## src/rtl/psr_pkg.sv

```systemverilog
// Purpose: Constants and carrier types for the paged special register space
// Assumes: 8-bit data, 6-bit direct address, core-driven access strobes
// Notes: Register offsets are direct addresses; pages select among aliases
// Behaviour
// RULE1: Addresses 00-0F decode as special registers across four distinct pages.
// RULE2: Addresses 10-1F are one global RAM; bank bits ignored there.
// RULE3: Addresses 20-3F select one of four 32-byte banks; software sets bank first.
// RULE4: Control registers reached only by dedicated control-space read and write.
// RULE5: Port 7 bit 0 edge raises interrupt; counter control selects polarity.
// RULE6: Falling edges on port 7 bits 1 and 3 set one shared flag.
// RULE7: Port 7 bit 1 is input only, no driver and no direction.
// RULE8: Each bidirectional port bit has its own direction control.
// RULE9: Pulse outputs share port C bits 1 and 2, selected per pin.
// RULE10: External counter clock on port 9 bit 4 stays below 1 MHz.
// RULE11: Eight converter channels share port 6 and 9 pins, per-pin switch.
// RULE12: Port 6 bits 0 and 1 free for port use in resistor or internal modes.
// RULE13: Resistor oscillator clock taken from the loop filter capacitor pin.
// RULE14: Address 0 accesses the location pointed to by the RAM select register.
// RULE15: Status bits 7:6 select which special page decodes addresses 5 to E; the code pages only 5 to D, and E is flag A on every page.
// RULE16: Status bit 5 selects control page 0 or 1 for addresses 5 to E; the code pages only 5 to D, and E is mask A on both pages.
// RULE17: RAM select bits 7:6 pick the bank; bits 5:0 form indirect address.
// RULE18: Unassigned addresses ignore writes and read an undefined value.
package psr_pkg;
   localparam logic [5:0] ADDR_INDIRECT = 6'h00;
   localparam logic [5:0] ADDR_RTC = 6'h01;
   localparam logic [5:0] ADDR_PCL = 6'h02;
   localparam logic [5:0] ADDR_STATUS = 6'h03;
   localparam logic [5:0] ADDR_RAMSEL = 6'h04;
   localparam logic [5:0] ADDR_R5 = 6'h05;
   localparam logic [5:0] ADDR_R6 = 6'h06;
   localparam logic [5:0] ADDR_R7 = 6'h07;
   localparam logic [5:0] ADDR_R8 = 6'h08;
   localparam logic [5:0] ADDR_R9 = 6'h09;
   localparam logic [5:0] ADDR_RA = 6'h0a;
   localparam logic [5:0] ADDR_RB = 6'h0b;
   localparam logic [5:0] ADDR_RC = 6'h0c;
   localparam logic [5:0] ADDR_RD = 6'h0d;
   localparam logic [5:0] ADDR_FLAGA = 6'h0e;
   localparam logic [5:0] ADDR_FLAGB = 6'h0f;
   localparam logic [5:0] ADDR_GLOBAL_LO = 6'h10;
   localparam logic [5:0] ADDR_BANK_LO = 6'h20;
   localparam logic [3:0] PAGED_LO = 4'h5;
   localparam logic [3:0] PAGED_HI = 4'he;
   // Field positions
   localparam int STAT_PAGE_HI = 7;
   localparam int STAT_PAGE_LO = 6;
   localparam int STAT_CPAGE = 5;
   localparam int RSEL_BANK_HI = 7;
   localparam int RSEL_BANK_LO = 6;
   localparam int PULSE_OUTPUT_ONE_EN_BIT = 6;
   localparam int PULSE_OUTPUT_TWO_EN_BIT = 7;
   localparam int EDGE_SEL_BIT = 0;
   localparam int FLAG_EDGE_BIT = 0;
   localparam int FLAG_GROUP_BIT = 1;
   localparam int OSC_MODE_LO = 0;
   // Reset values
   localparam logic [7:0] RST_BYTE = 8'h00;
   localparam logic [7:0] RST_DIR = 8'hff;
   // Oscillator mode encoding in clock control bits 1:0
   localparam logic [1:0] OSC_CRYSTAL = 2'h0;
   localparam logic [1:0] OSC_RESISTOR = 2'h1;
   localparam logic [1:0] OSC_INTERNAL = 2'h2;
   // Counter clock limit and rate
   localparam int CLK_HZ = 25000000;
   localparam int CNT_EXT_MAX_HZ = 1000000;
   localparam int CNT_EXT_MIN_CYC = CLK_HZ / CNT_EXT_MAX_HZ;

   typedef struct packed {
      logic wr;
      logic rd;
      logic ctlWr;
      logic ctlRd;
      logic [5:0] addr;
      logic [7:0] wdata;
   } psr_req_t;

   typedef struct packed {
      logic [7:0] dout;
      logic [7:0] oe;
   } psr_pins_t;
endpackage : psr_pkg

```

## src/rtl/psr_edge_det.sv

```systemverilog
// Purpose: Edge detector for one synchronous pin input
// Assumes: Input already synchronous to clk
// Notes: Pulse lasts one cycle
`timescale 1ns/1ns
module psr_edge_det (
   // Clock and reset
   input wire logic clk,
   input wire logic nrst,
   // Pin and polarity
   input wire logic pin,
   input wire logic rising,
   // Event
   output logic hit
);
   logic last;

   always_ff @(posedge clk) begin
      if (!nrst) begin
         last <= 1'b1;
      end else begin
         last <= pin;
      end
   end

   always_comb begin
      hit = rising ? (pin & ~last) : (~pin & last);
   end
endmodule : psr_edge_det

```

## src/rtl/psr_space.sv

```systemverilog
// Purpose: Paged special register, control register and RAM decode
// Assumes: Core issues at most one access strobe per cycle
// Notes: Read data is registered; it appears one cycle after the strobe
`timescale 1ns/1ns
module psr_space
   import psr_pkg::*;
#(
   parameter int GLOBAL_BYTES = 16,
   parameter int BANK_BYTES = 32,
   parameter int BANKS = 4
) (
   // Clock and reset
   input wire logic clk,
   input wire logic nrst,
   // Core access
   input wire psr_req_t req,
   output logic [7:0] rdata,
   // Port pins
   input wire logic [7:0] port6In,
   input wire logic [7:0] port7In,
   input wire logic [7:0] port9In,
   input wire logic [7:0] portcIn,
   output psr_pins_t port6Pins,
   output psr_pins_t port7Pins,
   output psr_pins_t port9Pins,
   output psr_pins_t portcPins,
   // Pulse outputs from peripheral
   input wire logic pulseOne,
   input wire logic pulseTwo,
   // Peripheral side
   input wire logic [7:0] convResultHigh,
   input wire logic [7:0] convResultBuf,
   output logic [7:0] convChannelSel,
   output logic resistorOscClk,
   output logic edgeIrq,
   output logic groupIrq,
   // Status core bits and program counter low byte
   input wire logic [4:0] statusCore,
   input wire logic [7:0] pcLow
);
   logic [7:0] status;
   logic [7:0] ramSel;
   logic [7:0] rtc;
   logic [7:0] romPage;
   logic [7:0] pwmCtl;
   logic [7:0] pwmReg [6:11];
   logic [7:0] p6Data, p7Data, p9Data, pcData;
   logic [7:0] p6Dir, p7Dir, p9Dir, pcDir;
   logic [7:0] p6Switch, p7Pull, convCtl, cnt1Val, cnt1Src, clkCtl;
   logic [7:0] flagA, flagB, maskA, maskB;
   logic [7:0] gram [GLOBAL_BYTES];
   logic [7:0] bram [BANKS*BANK_BYTES];
   logic [5:0] effAddr;
   logic [1:0] rpage;
   logic cpage;
   logic [1:0] bank;
   logic wrHit, ctlWrHit;
   logic [7:0] next_rdata;
   logic [7:0] next_flagA, next_flagB;
   logic edgeHit, in1Hit, in3Hit;
   logic [7:0] p6OeMask;

   assign rpage = status[STAT_PAGE_HI:STAT_PAGE_LO]; // RULE15
   assign cpage = status[STAT_CPAGE]; // RULE16
   assign bank = ramSel[RSEL_BANK_HI:RSEL_BANK_LO]; // RULE17
   // Address 0 redirects through the pointer bits
   assign effAddr = (req.addr == ADDR_INDIRECT) ? ramSel[5:0] : req.addr; // RULE14
   assign wrHit = req.wr;
   // Control space ends at 0F; higher addresses must not alias onto it
   assign ctlWrHit = req.ctlWr && (req.addr[5:4] == 2'b00); // RULE4

   function automatic logic isPaged(input logic [5:0] a);
      isPaged = (a[5:4] == 2'b00) && (a[3:0] >= PAGED_LO) && (a[3:0] <= PAGED_HI);
   endfunction : isPaged

   psr_edge_det uEdge0 (
      .clk(clk), .nrst(nrst), .pin(port7In[0]),
      .rising(cnt1Src[EDGE_SEL_BIT]), .hit(edgeHit)); // RULE5
   psr_edge_det uEdge1 (
      .clk(clk), .nrst(nrst), .pin(port7In[1]), .rising(1'b0), .hit(in1Hit)); // RULE6
   psr_edge_det uEdge3 (
      .clk(clk), .nrst(nrst), .pin(port7In[3]), .rising(1'b0), .hit(in3Hit)); // RULE6

   // Special registers on direct write
   always_ff @(posedge clk) begin
      if (!nrst) begin
         status <= RST_BYTE;
         ramSel <= RST_BYTE;
         rtc <= RST_BYTE;
         romPage <= RST_BYTE;
         pwmCtl <= RST_BYTE;
         p6Data <= RST_BYTE;
         p7Data <= RST_BYTE;
         p9Data <= RST_BYTE;
         pcData <= RST_BYTE;
         clkCtl <= RST_BYTE;
         cnt1Val <= RST_BYTE;
         for (int i = 6; i <= 11; i++) begin
            pwmReg[i] <= RST_BYTE;
         end
      end else if (wrHit) begin
         unique case (effAddr) // RULE1
            ADDR_RTC: rtc <= req.wdata;
            ADDR_STATUS: status <= {req.wdata[7:5], 5'h00};
            ADDR_RAMSEL: ramSel <= req.wdata;
            default: begin
               if (isPaged(effAddr)) begin
                  unique case (rpage)
                     2'd0: begin
                        if (effAddr == ADDR_R5) romPage <= req.wdata;
                        if (effAddr == ADDR_R6) p6Data <= req.wdata;
                        if (effAddr == ADDR_R7) p7Data <= req.wdata;
                        if (effAddr == ADDR_R9) p9Data <= req.wdata;
                        if (effAddr == ADDR_RA) clkCtl <= req.wdata;
                        if (effAddr == ADDR_RC) pcData <= req.wdata;
                     end
                     2'd1: begin
                        if (effAddr == ADDR_RC) cnt1Val <= req.wdata;
                     end
                     2'd2: begin
                        // Page 2 holds nothing
                     end
                     2'd3: begin
                        if (effAddr == ADDR_R5) pwmCtl <= req.wdata;
                        if (effAddr >= ADDR_R6 && effAddr <= ADDR_RB) begin
                           pwmReg[effAddr[3:0]] <= req.wdata;
                        end
                     end
                  endcase
               end
               // Other unassigned locations drop the write
            end // RULE18
         endcase
      end
   end

   // Global and banked RAM
   always_ff @(posedge clk) begin
      if (wrHit && effAddr[5:4] == 2'b01) begin
         gram[effAddr[3:0]] <= req.wdata; // RULE2
      end
      if (wrHit && effAddr[5]) begin
         bram[{bank, effAddr[4:0]}] <= req.wdata; // RULE3
      end
   end

   // Control register space
   always_ff @(posedge clk) begin
      if (!nrst) begin
         p6Dir <= RST_DIR;
         p7Dir <= RST_DIR;
         p9Dir <= RST_DIR;
         pcDir <= RST_DIR;
         p6Switch <= RST_BYTE;
         p7Pull <= RST_BYTE;
         convCtl <= RST_BYTE;
         cnt1Src <= RST_BYTE;
         maskA <= RST_BYTE;
         maskB <= RST_BYTE;
      end else if (ctlWrHit) begin
         unique case ({cpage, req.addr[3:0]}) // RULE16
            {1'b0, ADDR_R6[3:0]}: p6Dir <= req.wdata; // RULE8
            {1'b0, ADDR_R7[3:0]}: p7Dir <= req.wdata;
            {1'b0, ADDR_R9[3:0]}: p9Dir <= req.wdata;
            {1'b0, ADDR_RC[3:0]}: pcDir <= req.wdata;
            {1'b1, ADDR_R6[3:0]}: p6Switch <= req.wdata;
            {1'b1, ADDR_R7[3:0]}: p7Pull <= req.wdata;
            {1'b1, ADDR_RB[3:0]}: convCtl <= req.wdata;
            {1'b1, ADDR_RD[3:0]}: cnt1Src <= req.wdata;
            default: begin
               if (req.addr == ADDR_FLAGA) maskA <= req.wdata;
               if (req.addr == ADDR_FLAGB) maskB <= req.wdata;
            end // RULE18
         endcase
      end
   end

   // Interrupt flags; a new event wins over a software clear
   always_comb begin
      next_flagA = flagA;
      next_flagB = flagB;
      if (wrHit && effAddr == ADDR_FLAGA) begin
         next_flagA = req.wdata;
      end
      if (wrHit && effAddr == ADDR_FLAGB) begin
         next_flagB = req.wdata;
      end
      next_flagA[FLAG_EDGE_BIT] = next_flagA[FLAG_EDGE_BIT] | edgeHit; // RULE5
      next_flagA[FLAG_GROUP_BIT] = next_flagA[FLAG_GROUP_BIT] | in1Hit | in3Hit; // RULE6
   end

   always_ff @(posedge clk) begin
      if (!nrst) begin
         flagA <= RST_BYTE;
         flagB <= RST_BYTE;
      end else begin
         flagA <= next_flagA;
         flagB <= next_flagB;
      end
   end

   always_ff @(posedge clk) begin
      if (!nrst) begin
         edgeIrq <= 1'b0;
         groupIrq <= 1'b0;
      end else begin
         edgeIrq <= flagA[FLAG_EDGE_BIT] & maskA[FLAG_EDGE_BIT];
         groupIrq <= flagA[FLAG_GROUP_BIT] & maskA[FLAG_GROUP_BIT];
      end
   end

   // Read mux
   always_comb begin
      next_rdata = 8'h00; // RULE18
      if (req.rd) begin
         if (effAddr[5]) begin
            next_rdata = bram[{bank, effAddr[4:0]}]; // RULE3
         end else if (effAddr[4]) begin
            next_rdata = gram[effAddr[3:0]]; // RULE2
         end else begin
            unique case (effAddr)
               ADDR_RTC: next_rdata = rtc;
               ADDR_PCL: next_rdata = pcLow;
               ADDR_STATUS: next_rdata = {status[7:5], statusCore};
               ADDR_RAMSEL: next_rdata = ramSel;
               ADDR_FLAGA: next_rdata = flagA;
               ADDR_FLAGB: next_rdata = flagB;
               default: begin
                  unique case (rpage) // RULE1
                     2'd0: begin
                        if (effAddr == ADDR_R5) next_rdata = romPage;
                        if (effAddr == ADDR_R6) next_rdata = port6In;
                        if (effAddr == ADDR_R7) next_rdata = port7In;
                        if (effAddr == ADDR_R9) next_rdata = port9In;
                        if (effAddr == ADDR_RA) next_rdata = clkCtl;
                        if (effAddr == ADDR_RC) next_rdata = portcIn;
                     end
                     2'd1: begin
                        if (effAddr == ADDR_R7) next_rdata = convResultHigh;
                        if (effAddr == ADDR_RB) next_rdata = convResultBuf;
                        if (effAddr == ADDR_RC) next_rdata = cnt1Val;
                     end
                     2'd2: next_rdata = 8'h00;
                     2'd3: begin
                        if (effAddr == ADDR_R5) next_rdata = pwmCtl;
                        if (effAddr >= ADDR_R6 && effAddr <= ADDR_RB) begin
                           next_rdata = pwmReg[effAddr[3:0]];
                        end
                     end
                  endcase
               end
            endcase
         end
      end else if (req.ctlRd && req.addr[5:4] == 2'b00) begin // RULE4
         unique case ({cpage, req.addr[3:0]})
            {1'b0, ADDR_R6[3:0]}: next_rdata = p6Dir;
            {1'b0, ADDR_R7[3:0]}: next_rdata = p7Dir;
            {1'b0, ADDR_R9[3:0]}: next_rdata = p9Dir;
            {1'b0, ADDR_RC[3:0]}: next_rdata = pcDir;
            {1'b1, ADDR_R6[3:0]}: next_rdata = p6Switch;
            {1'b1, ADDR_R7[3:0]}: next_rdata = p7Pull;
            {1'b1, ADDR_RB[3:0]}: next_rdata = convCtl;
            {1'b1, ADDR_RD[3:0]}: next_rdata = cnt1Src;
            default: begin
               if (req.addr == ADDR_FLAGA) next_rdata = maskA;
               if (req.addr == ADDR_FLAGB) next_rdata = maskB;
            end
         endcase
      end
   end

   always_ff @(posedge clk) begin
      if (!nrst) begin
         rdata <= RST_BYTE;
      end else begin
         rdata <= next_rdata;
      end
   end

   // Port 6 bits 0,1 usable in every oscillator mode except crystal
   always_comb begin
      p6OeMask = 8'hff;
      if (clkCtl[OSC_MODE_LO+1:OSC_MODE_LO] == OSC_CRYSTAL) begin
         p6OeMask[1:0] = 2'b00; // RULE12
      end
      // Converter channels on port 6 bits 2..5 released from the port
      p6OeMask[5:2] = ~p6Switch[5:2]; // RULE11
   end

   // Port 6 and port 9 drivers, direction bit 1 means input
   always_ff @(posedge clk) begin
      if (!nrst) begin
         port6Pins <= '0;
         port9Pins <= '0;
      end else begin
         port6Pins.dout <= p6Data;
         port6Pins.oe <= ~p6Dir & p6OeMask; // RULE8
         port9Pins.dout <= p9Data;
         port9Pins.oe <= ~p9Dir & ~{4'h0, p6Switch[7:6], p6Switch[1:0]}; // RULE11
      end
   end

   // Port 7 drivers; bit 1 never driven
   always_ff @(posedge clk) begin
      if (!nrst) begin
         port7Pins <= '0;
      end else begin
         port7Pins.dout <= {p7Data[7:2], 1'b0, p7Data[0]};
         port7Pins.oe <= {~p7Dir[7:2], 1'b0, ~p7Dir[0]}; // RULE7
      end
   end

   // Port C drivers; bits 1 and 2 go to the pulse outputs when enabled
   always_ff @(posedge clk) begin
      if (!nrst) begin
         portcPins <= '0;
      end else begin
         portcPins.dout <= {pcData[7:3],
                            pwmCtl[PULSE_OUTPUT_TWO_EN_BIT] ? pulseTwo : pcData[2],
                            pwmCtl[PULSE_OUTPUT_ONE_EN_BIT] ? pulseOne : pcData[1],
                            pcData[0]}; // RULE9
         portcPins.oe <= {~pcDir[7:3],
                          pwmCtl[PULSE_OUTPUT_TWO_EN_BIT] | ~pcDir[2],
                          pwmCtl[PULSE_OUTPUT_ONE_EN_BIT] | ~pcDir[1],
                          ~pcDir[0]}; // RULE9
      end
   end

   // Channels 1,2,7,8 on port 9 bits 0-3, channels 3-6 on port 6 bits 2-5
   always_ff @(posedge clk) begin
      if (!nrst) begin
         convChannelSel <= RST_BYTE;
      end else begin
         convChannelSel <= p6Switch; // RULE11
      end
   end

   // Capacitor pin doubles as the resistor oscillator clock input
   always_ff @(posedge clk) begin
      if (!nrst) begin
         resistorOscClk <= 1'b0;
      end else begin
         resistorOscClk <= (clkCtl[OSC_MODE_LO+1:OSC_MODE_LO] == OSC_RESISTOR)
                           ? port7In[0] : 1'b0; // RULE13
      end
   end
endmodule : psr_space

```

## config.mk

```make
export PLATFORM = sky130hd
export DESIGN_NAME = psr_space
export DESIGN_NICKNAME = d
export VERILOG_FILES = /design/src/rtl/psr_pkg.sv /design/src/rtl/psr_edge_det.sv /design/src/rtl/psr_space.sv
export SDC_FILE = /design/constraint.sdc
export NUM_CORES = 2
export LEC_CHECK = 0
export ABC_CLOCK_PERIOD_IN_PS = 3900
export BUFFER_PORTS_ARGS = -buffer_cell sky130_fd_sc_hd__clkbuf_2
export CAP_MARGIN = 10
export CELL_PAD_IN_SITES_DETAIL_PLACEMENT = 1
export CELL_PAD_IN_SITES_GLOBAL_PLACEMENT = 1
export CORE_MARGIN = 5
export CORE_UTILIZATION = 46
export DETAILED_ROUTE_END_ITERATION = 10
export HOLD_SLACK_MARGIN = 0.12
export MAX_ROUTING_LAYER = met4
export PLACE_DENSITY = 0.7
export SYNTH_ARGS = -nofsm -noshare
export SYNTH_HDL_FRONTEND = slang
export SYNTH_HIERARCHICAL = 1
export SYNTH_SLANG_ARGS = --single-unit
```

## constraint.sdc

```tcl
create_clock -name clk -period 3.9 [get_ports clk]
set_input_delay 0.585 -clock clk [delete_from_list [all_inputs] [get_ports clk]]
set_output_delay 0.585 -clock clk [all_outputs]
set_load 0.01 [all_outputs]
```

Yosys cells after proc, flatten, opt, wreduce, memory -nomap -nowiden
Memory sizes are Yosys's and may differ from the RTL's.
Index checks and enable logic that the tools add are counted.
Operators by class
  order comparisons: 4
  equality and inequality tests: 28
  mux-type cells: 41
  bitwise gates (word level): 29
  reductions and logical operators: 39
Operators with widths (number)
  $mux 8: 18
  $pmux 8 s8: 1
  $eq 6x4->1 const B: 8
  $pmux 8 s6: 1
  $reduce_and 5->1: 8
  $pmux 8 s4: 1
  $eq 6x3->1 const B: 4
  $reduce_and 2->1: 12
  $eq 5x5->1 const B: 4
  $and 8x8->8: 2
  $mux 1: 16
  $not 8->8: 2
  $reduce_or 8->1: 2
  $eq 6x2->1 const B: 2
  $eq 5x3->1 const B: 2
  $eq 5x4->1 const B: 2
  $not 1->1: 10
  $logic_and 1x1->1: 9
  $logic_not 2->1: 4
  $not 4->8: 1
  $and 1x1->1: 6
  $eq 2x1->1 const B: 3
  $eq 6x1->1 const B: 1
  $ge 6x3->1 const B: 1
  other kinds (14): 21
Word-level totals
  flip-flop bits (word level): 265
  bits in writable memories: 1200
  bits of input ports: 83
  memories kept: 3
Memories
  bram: depth 128, width 8, rd ports 1, clocked after memory_dff 0, write ports 1, line psr_space.sv:52  | logic [7:0] bram [BANKS*BANK_BYTES];
  gram: depth 16, width 8, rd ports 1, clocked after memory_dff 0, write ports 1, line psr_space.sv:51  | logic [7:0] gram [GLOBAL_BYTES];
  pwmReg: depth 6, width 8, rd ports 1, clocked after memory_dff 0, write ports 6, line psr_space.sv:46  | logic [7:0] pwmReg [6:11];

Longest topological paths before layout
  depth after elaboration: 14
  depth in mapped cells: 15

By module
Netlist, hierarchy kept.
By module, submodules not included
  psr_space: instances 1, cells an instance 4533, area an instance 59465.8 µm², seq. area each 41700.0 µm²
  psr_edge_det: instances 3, cells an instance 5, area an instance 48.8 µm², seq. area each 20.0 µm²

Worst setup path after synthesis
No wires, ideal clock.
  path kind: input port to flip-flop
  from: input req[11] (netlist bit)
  to: memory bram[112][0] (enable)
  arrival: 3.162 ns
  required time: 3.517 ns
  setup slack: 0.355 ns
  cell stages on the path: 9
  path through: buf_2 > buf_2 > buf_2 > nor4_1 > a31o_2 > clkbuf_1 > clkbuf_1 > nand3_1 > nor3_1
On the way
  longest elaborated chain between the ends: 5
Ends and longest elaborated chain
  from (decl): line psr_space.sv:16  | input wire psr_req_t req,
  $logic_not 6->1: line psr_space.sv:67  | assign effAddr = (req.addr == ADDR_INDIRECT) ? ramSel[5:0] : req.addr;
  $mux 6 (*): line psr_space.sv:67
  $logic_and 1x1->1: line psr_space.sv:142  | if (wrHit && effAddr[5]) begin
  $mux 1: line psr_space.sv:142
  $mux 1 (not written as such): line psr_space.sv:143  | bram[{bank, effAddr[4:0]}] <= req.wdata;
  to (decl): line psr_space.sv:52
Every way passes the cells marked *; elsewhere a longest branch is shown, timed or not.

Final worst setup path
  from: register ramSel[6]
  to: register rdata[5]
On the way
  longest elaborated chain between the ends: 3
Ends and longest elaborated chain
  from (decl): line psr_space.sv:42  | logic [7:0] ramSel;
  from (signal assigned): line psr_space.sv:105  | ADDR_RAMSEL: ramSel <= req.wdata;
  $mem_v2 128x8
  $mux 8: line psr_space.sv:216  | if (effAddr[5]) begin
  $mux 8: line psr_space.sv:215  | if (req.rd) begin
  to (signal assigned): line psr_space.sv:276  | rdata <= next_rdata;
  to (decl): line psr_space.sv:17  | output logic [7:0] rdata,
No other way between the ends.
A chain may end at the register's enable or synchronous reset.

==> flow_summary.yaml <==
outcome:
  status: "complete, no violations"
yosys:
  synth_cell_type_count: 91
  netlist_instances: 4548
  seq_area_frac_synth_pct: 70.1
  syn_area_per_cell_sq_um: 13.1
  synthFlopType: "edfxtp_1"
  yosys_register_bits: 1478
  ys_async_sr_fraction_pct: 0
  yosysWarnings: 6
  netlist_area_sq_mm: 0.0596
  synth_enable_flop_cells: 1216
finish:
  area_growth_pct: 19.5
  n_fill_cell: 12837
  drive_gt1_share_pct: 19.2
  final_common_cell: "edfxtp_1"
  post-route-util_pct: 55.2
  nets: 5191
  layout_common_cells: "edfxtp_1, nand2_1, buf_4"
  stdcell_area_sq_mm: 0.0713
grt:
  grt_overflow: 0
  antenna_found_initial: 8
  grt_max_degree: 100
  grt_pass1_wl_microns: 309000
  grt_pass1_vias: 43177
  grt.total_usage_pct: 31.9
clock_network:
  ctsHtreeMaxLevel: 4
  clk_latency_ps: 810
  cts_resized: 0
  clk_pin_slew_ps: 60
  tritoncts: "yes"
  root_buffer: "clkbuf_16"
  clock_path_buffers: 3
  cts_made_buffers: 157
  cts_sinks: 1478
timing:
  fin_crit_sh_pct: 98.6
  finalCriticalPeriod_ps: 3850
  grt_setup_unrepaired: "false"
  worst_pin_slew_ps: 1220
  finalHoldViolations: 0
  clock_skew_ps: 36.9
  setup-violations-final: 0
  setup_slack_ps: 53.1
  fmax_mhz: 260
  slew_headroom_pct: 18.4
  slew_violations: 0
critical_path:
  worstPathArrival_ps: 4560
  cp-end-kind: "flop"
  worst-path-max-fanout: 14
  start_kind: "flop"
  crit_type: "reg2reg"
  required_ps: 4620
place:
  post_dp_cell_area_sq_mm: 0.0660
  pre_cts_ws_ps: -319
  place.gp.congestion: 0.971
  numPortBuffers: 163
  dp.final_hpwl_microns: 144000
detailed_routing:
  post_drt_wl_per_cell_microns: 30.8
  vias: 42658
  via_per_inst: 6.11
  wl_microns: 215000
  postRouteAntennaNets: 0
  drt_iter0_drc: 4787
  first_pass_iters: 6
  drc: 0
run:
  maxCapViolations: 0
power_and_ir_drop:
  intPower_w: 0.0265
  leakagePower_nw: 25.2
  pwr-share-comb_pct: 6.3
  pwr-share-seq_pct: 49.9
  p_clk_share_pct: 43.9
  switchingPower_w: 0.00791
  p_sw_share_pct: 23.0
  peakVddDrop_mv: 0.527
  powerDensity_mw_per_mm2: 483
hold_path:
  min_path_type: "in2reg"
die:
  start_util_pct: 46.2
  core-area_sq_mm: 0.129
  die_area_sq_mm: 0.137
  die_w_microns: 370
  rows: 132
  io_pins: 166
  die_h_microns: 370
Yosys cell counts, types with 73 or more instances:
library cell	instances	area share [%]
a31oi_1	73	0.77
nor2b_1	130	1.4
nand2_1	897	5.6
nand3_1	283	2.4
dfxtp_1	262	8.8
a21oi_1	131	1.1
buf_2	103	0.86
clkbuf_1	161	1.0
nor2_1	191	1.2
a22oi_1	86	1.1
and2_1	94	0.99
edfxtp_1	1216	61
mux2i_1	234	3.9
worst max-delay path, stage by stage, from the launching register on:
cell and delay, ps:
dfxtp_1 1130, buf_4 410, nand2_1 370, a211oi_1 710, o21ai_0 240, a31oi_1 410
nor4_1 110, buf_4 150, o31ai_1 220
state kept, by name (all words and copies together), names as in the netlist, 14 cells and up:
name and cells:
port6Pins 16, pwmReg 64, portcPins 16, gram 128
port9Pins 16, port7Pins 14, bram 1024
power groups by stage:
stage / sequential (W) / combinational [W] / clock [W]
after floorplan: 0.0175 / 0.000910 / 0
after global placement: 0.0175 / 0.00206 / 0
after detailed placement: 0.0175 / 0.00210 / 0
after CTS: 0.0171 / 0.00212 / 0.0152
after global routing: 0.0171 / 0.00222 / 0.0160
final: 0.0171 / 0.00216 / 0.0151
logic make-up after synthesis:
| logic type | after synthesis | synth area share [%] |
|---|---|---|
| AOI/OAI and AO/OA | 656 | 7.76 |
| xor gates and xnor gates | 1 | 0.0147 |
| buffers and inverters | 317 | 2.32 |
| DFF | 1478 | 70.1 |
| muxes | 289 | 5.95 |
| other | 1 | 0.00629 |
| and+or+nand+nor | 1806 | 13.9 |
layout make-up:
cell class	instances	area [sq um]	share of cell area [%]
clock inverter	82	866	1.21
antenna	8	20.0	0.0281
timing repair buffer	682	5390	7.57
sequential	1478	41800	58.6
multi-input combinational	2774	16700	23.4
clock buffer	201	4280	6.00
inverter	15	56.3	0.0790
tap	1742	2180	3.06
per-stage QoR:
stage          total power (W)  hold slack [ps]  std cells  TNS (ps)
3_3_place_gp            0.0195              439       6684     -1490
3_5_place_dp            0.0196              443       6685     -1200
5_1_grt                 0.0354              302       6981         0
2_1_floorplan           0.0184              409       4569         0
4_1_cts                 0.0345              281       6974         0
6_report                0.0344              304       6982         0
path summary, 6_finish.rpt:
| check | startpoint | to | depth (start not counted) | slack, ps |
|---|---|---|---|---|
| worst max-delay path | ramSel[6] | rdata[5] | 8 | 50 |
| worst min-delay path | req[3] | bram[42][3] | 1 | 300 |
| worst max register to register | ramSel[6] | rdata[5] | 8 | 50 |
| worst min register to register | p6Data[5] | port6Pins[13] | 1 | 460 |
what timing repair did:
action / CTS / global route
setup buffers: 0 / 0
endpoints found under the hold margin: 7 / 0
hold buffers: 6 / 0
per-layer routing:
metal | wire length, microns | track usage [%] | up-vias
met5 | 0 | - | -
met4 | 10500 | 13.2 | 0
met3 | 18100 | 5.54 | 522
met2 | 101000 | 50.6 | 2192
met1 | 85200 | 41.1 | 21871
li1 | - | - | 18073
Power figures use the tool's default switching activity.
